<file path="config.mk">
export PLATFORM = sky130hd
export DESIGN_NAME = afe_result_and_eeprom_addr_regs
export DESIGN_NICKNAME = d
export VERILOG_FILES = /design/src/afe_regs_pkg.sv /design/src/afe_result_and_eeprom_addr_regs.sv /design/src/read_mux.sv /design/src/result_saturate.sv
export SDC_FILE = /design/constraint.sdc
export NUM_CORES = 1
export LEC_CHECK = 0
export ABC_CLOCK_PERIOD_IN_PS = 1200
export BUFFER_PORTS_ARGS = -buffer_cell sky130_fd_sc_hd__buf_2
export CAP_MARGIN = 20
export CORE_UTILIZATION = 49
export DETAILED_ROUTE_END_ITERATION = 7
export PLACE_DENSITY = 0.86
export SLEW_MARGIN = 20
export SYNTH_ARGS = -nofsm -noshare
export SYNTH_HDL_FRONTEND = slang
export SYNTH_SLANG_ARGS = --single-unit
</file>
<file path="constraint.sdc">
create_clock -name clk -period 1.2 [get_ports clk]
set_input_delay 0.12 -clock clk [delete_from_list [all_inputs] [get_ports clk]]
set_output_delay 0.12 -clock clk [all_outputs]
set_load 0.02 [all_outputs]
</file>
<file path="src/afe_regs_pkg.sv">
// constants for the result and eeprom address register slice
package afe_regs_pkg;
    localparam logic [7:0] ADDR_AMP_HIGH = 8'h02;
    localparam logic [7:0] ADDR_AMP_LOW = 8'h03;
    localparam logic [7:0] ADDR_AUX_HIGH = 8'h04;
    localparam logic [7:0] ADDR_AUX_LOW = 8'h05;
    localparam logic [7:0] ADDR_TEMP_HIGH = 8'h06;
    localparam logic [7:0] ADDR_TEMP_LOW = 8'h07;
    localparam logic [7:0] ADDR_CHIP_ID = 8'h08;
    localparam logic [7:0] ADDR_EEP_HIGH = 8'h09;
    localparam logic [7:0] ADDR_EEP_LOW = 8'h0a;
    localparam logic [7:0] CHIP_ID_VALUE = 8'ha6; // arbitrary value
    localparam logic [15:0] SAT_POS = 16'h7fff;
    localparam logic [15:0] SAT_NEG = 16'h8000;
    localparam logic [15:0] RESULT_RESET = 16'h0000;
    localparam logic [9:0] TEMP_RESET = 10'h000;
    localparam logic [10:0] EEP_ADDR_RESET = 11'h000;
    localparam logic [1:0] SEL_TEMP = 2'h0;
    localparam logic [1:0] SEL_AMP = 2'h1;
    localparam logic [1:0] SEL_AUX = 2'h2;
    localparam int TEMP_LOW_SHIFT = 6;
    localparam int EEP_HIGH_BITS = 3;
endpackage

</file>
<file path="src/afe_result_and_eeprom_addr_regs.sv">
// result, identification and eeprom address registers
`timescale 1ns/1ps
module afe_result_and_eeprom_addr_regs
    import afe_regs_pkg::*;
(
    input wire logic clk,
    input wire logic resetn,
    input wire logic soft_reset,
    input wire logic [7:0] reg_addr,
    input wire logic [7:0] reg_wdata,
    input wire logic reg_write,
    input wire logic reg_read,
    output logic [7:0] reg_rdata,
    output logic reg_hit,
    input wire logic conv_done,
    input wire logic [1:0] measurement_select,
    input wire logic [16:0] conv_wide,
    input wire logic [9:0] conv_temp,
    output logic data_not_ready_flag,
    output logic gain_cal_overflow_flag,
    output logic [9:0] temperature_word,
    output logic [10:0] eeprom_address
);
    typedef struct packed {
        logic [15:0] amp;
        logic [15:0] aux;
        logic [9:0] temp;
        logic [10:0] eep;
        logic not_ready;
        logic ovf;
        logic [7:0] rdata;
    } state_s;

    state_s s_q;
    state_s s_d;
    logic [15:0] sat_value;
    logic sat_ovf;
    logic [7:0] mux_data;
    logic mux_hit;
    logic result_read;

    result_saturate u_sat (
        .wide_value(conv_wide),
        .sat_value(sat_value),
        .overflow(sat_ovf)
    );

    read_mux u_mux (
        .addr(reg_addr),
        .amp_result(s_q.amp),
        .aux_result(s_q.aux),
        .temperature_value(s_q.temp),
        .eeprom_address(s_q.eep),
        .rdata(mux_data),
        .hit(mux_hit)
    );

    // reads of the amp/aux high byte or either temperature byte
    function automatic logic is_flag_read_addr(input logic [7:0] a);
        return a == ADDR_AMP_HIGH || a == ADDR_AUX_HIGH ||
            a == ADDR_TEMP_HIGH || a == ADDR_TEMP_LOW;
    endfunction

    assign result_read = reg_read && is_flag_read_addr(reg_addr);

    always_comb begin
        s_d = s_q;
        if (reg_read) begin
            s_d.rdata = mux_data;
        end
        if (result_read) begin
            s_d.not_ready = 1'b1;
            s_d.ovf = 1'b0;
        end
        if (reg_write) begin
            case (reg_addr)
                ADDR_TEMP_HIGH: s_d.temp[9:2] = reg_wdata;
                ADDR_TEMP_LOW:
                    s_d.temp[1:0] = reg_wdata[7:TEMP_LOW_SHIFT];
                ADDR_EEP_HIGH:
                    s_d.eep[10:8] = reg_wdata[EEP_HIGH_BITS-1:0];
                ADDR_EEP_LOW: s_d.eep[7:0] = reg_wdata;
                default: begin
                end
            endcase
        end
        // a new conversion wins over a concurrent read or write
        if (conv_done) begin
            case (measurement_select)
                SEL_TEMP: s_d.temp = conv_temp;
                SEL_AMP: s_d.amp = sat_value;
                SEL_AUX: s_d.aux = sat_value;
                default: begin
                end
            endcase
            if (measurement_select != 2'h3) begin
                s_d.not_ready = 1'b0;
                if ((measurement_select == SEL_AMP ||
                     measurement_select == SEL_AUX) && sat_ovf) begin
                    s_d.ovf = 1'b1;
                end
            end
        end
        if (soft_reset) begin
            s_d = '0;
            s_d.not_ready = 1'b1;
        end
    end

    always_ff @(posedge clk or negedge resetn) begin
        if (!resetn) begin
            s_q.amp <= RESULT_RESET;
            s_q.aux <= RESULT_RESET;
            s_q.temp <= TEMP_RESET;
            s_q.eep <= EEP_ADDR_RESET;
            s_q.not_ready <= 1'b1;
            s_q.ovf <= 1'b0;
            s_q.rdata <= 8'h00;
        end else begin
            s_q <= s_d;
        end
    end

    assign reg_rdata = s_q.rdata;
    assign reg_hit = mux_hit;
    assign data_not_ready_flag = s_q.not_ready;
    assign gain_cal_overflow_flag = s_q.ovf;
    assign temperature_word = s_q.temp;
    assign eeprom_address = s_q.eep;

    a_ready_clear: assert property (@(posedge clk)
        disable iff (!resetn)
        conv_done && measurement_select != 2'h3 && !soft_reset
        |=> !data_not_ready_flag)
        else $error("ready flag not cleared on new data");
    a_ready_set: assert property (@(posedge clk)
        disable iff (!resetn)
        result_read && !conv_done |=> data_not_ready_flag)
        else $error("ready flag not set on result read");
    a_flag_hold: assert property (@(posedge clk)
        disable iff (!resetn)
        !result_read && !conv_done && !soft_reset
        |=> data_not_ready_flag == $past(data_not_ready_flag))
        else $error("ready flag moved without cause");
    a_ovf_clear: assert property (@(posedge clk)
        disable iff (!resetn)
        reg_read && is_flag_read_addr(reg_addr) && !conv_done &&
        !soft_reset |=> !gain_cal_overflow_flag)
        else $error("overflow flag not cleared on result read");
    a_ovf_sticky: assert property (@(posedge clk)
        disable iff (!resetn)
        gain_cal_overflow_flag && !result_read && !soft_reset
        |=> gain_cal_overflow_flag)
        else $error("overflow flag dropped without a read");
    a_amp_sat: assert property (@(posedge clk)
        disable iff (!resetn)
        conv_done && measurement_select == SEL_AMP && !soft_reset &&
        conv_wide[16] && !conv_wide[15] |=> s_q.amp == SAT_NEG
        && gain_cal_overflow_flag)
        else $error("negative overflow not saturated");
    a_amp_pos: assert property (@(posedge clk)
        disable iff (!resetn)
        conv_done && measurement_select == SEL_AMP && !soft_reset &&
        !conv_wide[16] && conv_wide[15] |=> s_q.amp == SAT_POS
        && gain_cal_overflow_flag)
        else $error("amp positive overflow not saturated");
    a_aux_pos: assert property (@(posedge clk)
        disable iff (!resetn)
        conv_done && measurement_select == SEL_AUX && !soft_reset &&
        !conv_wide[16] && conv_wide[15] |=> s_q.aux == SAT_POS
        && gain_cal_overflow_flag)
        else $error("positive overflow not saturated");
    a_aux_neg: assert property (@(posedge clk)
        disable iff (!resetn)
        conv_done && measurement_select == SEL_AUX && !soft_reset &&
        conv_wide[16] && !conv_wide[15] |=> s_q.aux == SAT_NEG
        && gain_cal_overflow_flag)
        else $error("aux negative overflow not saturated");
    a_amp_load: assert property (@(posedge clk)
        disable iff (!resetn)
        conv_done && measurement_select == SEL_AMP && !soft_reset &&
        conv_wide[16] == conv_wide[15] |=> s_q.amp == $past(conv_wide[15:0]))
        else $error("amp result not loaded");
    a_aux_load: assert property (@(posedge clk)
        disable iff (!resetn)
        conv_done && measurement_select == SEL_AUX && !soft_reset &&
        conv_wide[16] == conv_wide[15] |=> s_q.aux == $past(conv_wide[15:0]))
        else $error("aux result not loaded");
    a_temp_load: assert property (@(posedge clk)
        disable iff (!resetn)
        conv_done && measurement_select == SEL_TEMP && !soft_reset
        |=> temperature_word == $past(conv_temp))
        else $error("temperature result not loaded");
    a_reserved_sel: assert property (@(posedge clk)
        disable iff (!resetn)
        conv_done && measurement_select == 2'h3 && !reg_write &&
        !reg_read && !soft_reset |=> temperature_word ==
        $past(temperature_word) && data_not_ready_flag ==
        $past(data_not_ready_flag))
        else $error("reserved select changed state");
    a_amp_hold: assert property (@(posedge clk)
        disable iff (!resetn)
        !conv_done && !soft_reset |=> s_q.amp == $past(s_q.amp))
        else $error("amp result changed without conversion");
    a_aux_hold: assert property (@(posedge clk)
        disable iff (!resetn)
        !conv_done && !soft_reset |=> s_q.aux == $past(s_q.aux))
        else $error("aux result changed without conversion");
    a_temp_write: assert property (@(posedge clk)
        disable iff (!resetn)
        reg_write && reg_addr == ADDR_TEMP_HIGH && !conv_done &&
        !soft_reset |=> temperature_word[9:2] == $past(reg_wdata))
        else $error("temperature write lost");
    a_temp_low_write: assert property (@(posedge clk)
        disable iff (!resetn)
        reg_write && reg_addr == ADDR_TEMP_LOW && !conv_done &&
        !soft_reset |=> temperature_word[1:0] == $past(reg_wdata[7:6]))
        else $error("temperature fraction write lost");
    a_eep_write: assert property (@(posedge clk)
        disable iff (!resetn)
        reg_write && reg_addr == ADDR_EEP_HIGH && !soft_reset
        |=> eeprom_address[10:8] == $past(reg_wdata[2:0]))
        else $error("eeprom high address write lost");
    a_eep_low_write: assert property (@(posedge clk)
        disable iff (!resetn)
        reg_write && reg_addr == ADDR_EEP_LOW && !soft_reset
        |=> eeprom_address[7:0] == $past(reg_wdata))
        else $error("eeprom low address write lost");
    a_eep_hold: assert property (@(posedge clk)
        disable iff (!resetn)
        !reg_write && !soft_reset
        |=> eeprom_address == $past(eeprom_address))
        else $error("eeprom address changed without write");
    a_soft_flags: assert property (@(posedge clk)
        disable iff (!resetn)
        soft_reset |=> data_not_ready_flag && !gain_cal_overflow_flag)
        else $error("flags wrong after software reset");
    a_soft_regs: assert property (@(posedge clk)
        disable iff (!resetn)
        soft_reset |=> eeprom_address == EEP_ADDR_RESET &&
        temperature_word == TEMP_RESET)
        else $error("registers not cleared by software reset");
    a_id_read: assert property (@(posedge clk)
        disable iff (!resetn)
        reg_read && reg_addr == ADDR_CHIP_ID && !soft_reset
        |=> reg_rdata == CHIP_ID_VALUE)
        else $error("identification value wrong");
    a_amp_order: assert property (@(posedge clk)
        disable iff (!resetn)
        reg_read && reg_addr == ADDR_AMP_HIGH && !soft_reset
        |=> reg_rdata == $past(s_q.amp[15:8]))
        else $error("amp high byte wrong");
    a_amp_low_read: assert property (@(posedge clk)
        disable iff (!resetn)
        reg_read && reg_addr == ADDR_AMP_LOW && !soft_reset
        |=> reg_rdata == $past(s_q.amp[7:0]))
        else $error("amp low byte wrong");
    a_aux_order: assert property (@(posedge clk)
        disable iff (!resetn)
        reg_read && reg_addr == ADDR_AUX_HIGH && !soft_reset
        |=> reg_rdata == $past(s_q.aux[15:8]))
        else $error("aux high byte wrong");
    a_aux_low_read: assert property (@(posedge clk)
        disable iff (!resetn)
        reg_read && reg_addr == ADDR_AUX_LOW && !soft_reset
        |=> reg_rdata == $past(s_q.aux[7:0]))
        else $error("aux low byte wrong");
    a_temp_high_read: assert property (@(posedge clk)
        disable iff (!resetn)
        reg_read && reg_addr == ADDR_TEMP_HIGH && !soft_reset
        |=> reg_rdata == $past(temperature_word[9:2]))
        else $error("temperature high byte wrong");
    a_temp_low_zero: assert property (@(posedge clk)
        disable iff (!resetn)
        reg_read && reg_addr == ADDR_TEMP_LOW && !soft_reset
        |=> reg_rdata[5:0] == 6'h00)
        else $error("unused temperature bits not zero");
    a_eep_zero: assert property (@(posedge clk)
        disable iff (!resetn)
        reg_read && reg_addr == ADDR_EEP_HIGH && !soft_reset
        |=> reg_rdata[7:3] == 5'h00)
        else $error("unused eeprom bits not zero");
    a_eep_low_read: assert property (@(posedge clk)
        disable iff (!resetn)
        reg_read && reg_addr == ADDR_EEP_LOW && !soft_reset
        |=> reg_rdata == $past(eeprom_address[7:0]))
        else $error("eeprom low address read wrong");
    a_unmapped_read: assert property (@(posedge clk)
        disable iff (!resetn)
        reg_read && !reg_hit && !soft_reset
        |=> reg_rdata == 8'h00)
        else $error("unmapped read not zero");
endmodule // afe_result_and_eeprom_addr_regs

</file>
<file path="src/read_mux.sv">
// register read data selection
`timescale 1ns/1ps
module read_mux
    import afe_regs_pkg::*;
(
    input wire logic [7:0] addr,
    input wire logic [15:0] amp_result,
    input wire logic [15:0] aux_result,
    input wire logic [9:0] temperature_value,
    input wire logic [10:0] eeprom_address,
    output logic [7:0] rdata,
    output logic hit
);
    always_comb begin
        hit = 1'b1;
        case (addr)
            ADDR_AMP_HIGH: rdata = amp_result[15:8];
            ADDR_AMP_LOW: rdata = amp_result[7:0];
            ADDR_AUX_HIGH: rdata = aux_result[15:8];
            ADDR_AUX_LOW: rdata = aux_result[7:0];
            ADDR_TEMP_HIGH: rdata = temperature_value[9:2];
            ADDR_TEMP_LOW: rdata = {temperature_value[1:0], 6'h00};
            ADDR_CHIP_ID: rdata = CHIP_ID_VALUE;
            ADDR_EEP_HIGH: rdata = {5'h00, eeprom_address[10:8]};
            ADDR_EEP_LOW: rdata = eeprom_address[7:0];
            default: begin
                rdata = 8'h00;
                hit = 1'b0;
            end
        endcase
    end
endmodule // read_mux

</file>
<file path="src/result_saturate.sv">
// gain-calibrated result saturation to signed 16 bits
`timescale 1ns/1ps
module result_saturate
    import afe_regs_pkg::*;
(
    input wire logic [16:0] wide_value,
    output logic [15:0] sat_value,
    output logic overflow
);
    always_comb begin
        overflow = wide_value[16] != wide_value[15];
        if (!overflow) begin
            sat_value = wide_value[15:0];
        end else if (wide_value[16]) begin
            sat_value = SAT_NEG;
        end else begin
            sat_value = SAT_POS;
        end
    end
endmodule // result_saturate

</file>
==> metrics <==
pwr dens=1100 nW/um^2; Netlist cell types=55; sequential area share after synthesis=44.1%; average wire per standard cell=19.4 microns; Vias/cell=6.14; Root Driver=clkbuf_8; failing checks=negative setup slack; largest family of logic cells by synthesized area=compound AO/OA/AOI/OAI gates; critical path fanouts, max=8; total core area=6910 sq um; TritonCTS Buffers=9; total gr overflow=0; H-Tree Level Count=3; FP Rows=30; initial core utilization=51.8%; synth cell count leaders=dfrtp_1, o21ai_0, nand2_1; DP Wirelength=7320 microns; cell area after layout=4800 sq um; drt total wl=11400 microns; Least-Margin Pin Slew=0.514 ns; routability cong.=0.945; Final min period=1.50 ns; worst hold path type=in2reg; post-synthesis cell count=380; Setup-failing EPs final=25; placed cell count=558; Synth top area share=43.4%; Reg power frac=43.6%; Max Freq=667 MHz; Worst Skew=0.00979 ns; P_leak=2.21 nW; I/O Pins=83; switching pwr=1.42 mW; Logic pwr share=15.3%; Compound-Gate Fraction of Synth Area=18.6%; Post-synth EDFFs=0; endpoint class of the critical path=flop; CP arrival=1.72 ns; Area contributors post-synth=dfrtp_1, mux2i_1, o21ai_0; Routed Antenna Nets=0; Clock transition at path regs=0.08 ns; Port Buffer Count=82; syn avg cell area=9.41 sq um; sw frac=27.0%; Yosys warnings=0; maximum clock path buffer count=2; Post-synth ARST share=100%; clock share of power=41.1%; area leader, netlist=dfrtp_1; relative slew slack=65.2%; RSZ-0062 raised after global routing=true; run status=complete, but fails checks; vias in the first global route=3310; pre-CTS WS=-0.568 ns; period utilization=125%; # DRC=0; mux cell area share after synthesis=8.47%; routed via count=3599; max cap viols=0; Iteration-0 DRC Markers=382; Post-Synth Adder-Cell Area=1.68%; kind of critical path=in2reg; largest net degree at the start of global routing=64; Simple-Gate Fraction of Synth Area=17.5%; syn_nets=435; Internal=3.84 mW; critical path required time=1.42 ns; Top FF cell, synth=dfrtp_1; Synth Area in XOR/XNOR=0.245%; initial antenna violation count=0; critical path launch point type=primary input; CTS tree=built; worst-case vdd ir drop=932 uV; fin. max-slew vios=0; first-pass GRT wire length=16200 microns; synthesized area=3580 sq um; fin cells=586; Area Growth Syn to Fin=34.2%; Clock Sinks=63; DRT Pass-1 Iters=7; total global-route track usage=28.7%; Fin. Hold Viols=0; Final WS setup=-0.300 ns; Die Y=87.4 microns; DIE AREA=7640 sq um; Area after DPL=4290 sq um; nets=540; Yosys reg bits=63; proportion of layout cells with a drive suffix above 1=39.0%; Skew-Pair Late Insertion Delay=0.35 ns; Die W=87.4 microns; diodes inserted=0; top-count cell post-synth=dfrtp_1
-- power groups by stage --
stage / registers [mW] / clock network (mW) / logic (mW)
after floorplan: 2.31 / 0 / 0.361
after global placement: 2.32 / 0 / 0.695
after detailed placement: 2.33 / 0 / 0.720
after CTS: 2.29 / 2.14 / 0.755
after global routing: 2.30 / 2.24 / 0.863
final: 2.29 / 2.16 / 0.805
-- path summary, 6_finish.rpt --
check	end	from	depth (start not counted)	slack, ns
worst min register to register	reg_rdata[0]	reg_rdata[0]	2	0.49
worst min-delay path	eeprom_address[5]	reg_wdata[5]	3	0.04
worst max register to register	reg_rdata[1]	s_q[56]	4	-0.15
worst max-delay path	temperature_word[4]	reg_addr[6]	7	-0.30
min in group asynchronous	eeprom_address[10]	resetn	3	0.31
max in group asynchronous	data_not_ready_flag	resetn	3	0.58
-- state kept, by name, summed over array words and instances (netlist names) --
| signal | count |
|---|---|
| eeprom_address | 11 |
| reg_rdata | 8 |
| s_q | 32 |
| data_not_ready_flag | 1 |
| gain_cal_overflow_flag | 1 |
| temperature_word | 10 |
-- cell families (layout without fill, tap and decap cells) --
kind of cell / Yosys count / after routing
DFF: 63 / 63
adders and majority gates: 5 / 5
AOI/OAI and AO/OA: 104 / 104
buffers and inverters: 58 / 168
muxes: 30 / 30
xor gates and xnor gates: 1 / 1
and+or+nand+nor: 119 / 119
-- critical path: stages --
cell and delay [ns]:
buf_6 0.10, or4_4 0.61, buf_6 0.16, nor3_4 0.16, buf_12 0.19, mux2i_4 0.26
a211oi_2 0.12
-- through the flow --
stage | TNS (ns) | util, % | power, mW | hold WS [ns]
after global routing | -6.14 | 69.5 | 5.40 | 0.0529
after global placement | -11.89 | 62.1 | 3.02 | 0.148
after CTS | -3.27 | 67.6 | 5.18 | 0.0392
after detailed placement | -13.77 | 62.1 | 3.05 | 0.158
final | -5.12 | 69.5 | 5.26 | 0.0412
after floorplan | -8.85 | - | 2.67 | -0.176
-- metal layers --
layer | wire length, microns | vias up | track usage, % | part of all wire, %
met5 | 0 | - | 0 | 0
met3 | 928 | 74 | 4.83 | 8.2
met4 | 674 | 0 | 16.7 | 5.9
met1 | 4130 | 1728 | 35.6 | 36
met2 | 5620 | 253 | 47.2 | 49
li1 | - | 1544 | - | -
-- layout by cell type, fill, tap and decap left out, types with 2 or more instances in the layout --
cell        count
a22o_1          3
nand2b_1        6
nand2_1        40
a32oi_1         4
mux2i_4         3
or4bb_1         2
dfrtp_1        62
nand3b_1        9
o2bb2ai_1       2
buf_12          7
nor2b_2         2
nor2b_1         7
buf_6          10
buf_2          79
nand3_1         8
o21ai_1         4
ha_1            4
o21ai_2         2
a21o_1          3
clkinvlp_4      2
bufinv_16       2
a211oi_1       11
clkbuf_8       11
inv_1           5
buf_4          50
mux2i_1        25
nor2_1         27
o21ai_0        48
a21oi_1         7
nor3_4          2
-- layout make-up --
| cell class | instances | area (sq um) |
|---|---|---|
| inverter | 5 | 18.8 |
| multi-input combinational | 259 | 1820 |
| timing repair buffer | 147 | 1030 |
| fill | 497 | 2110 |
| clock buffer | 11 | 151 |
| tap | 96 | 120 |
| clock inverter | 5 | 80.1 |
| sequential | 63 | 1580 |
-- what timing repair did --
action | CTS | global route
endpoints found under the setup margin | 26 | 31
hold buffers | 1 | 0
resized for setup | 24 | 18
endpoints found under the hold margin | 62 | 0
pin swaps | 15 | 9
setup buffers | 5 | 6
Note: power is estimated with default switching activity, not from simulation.
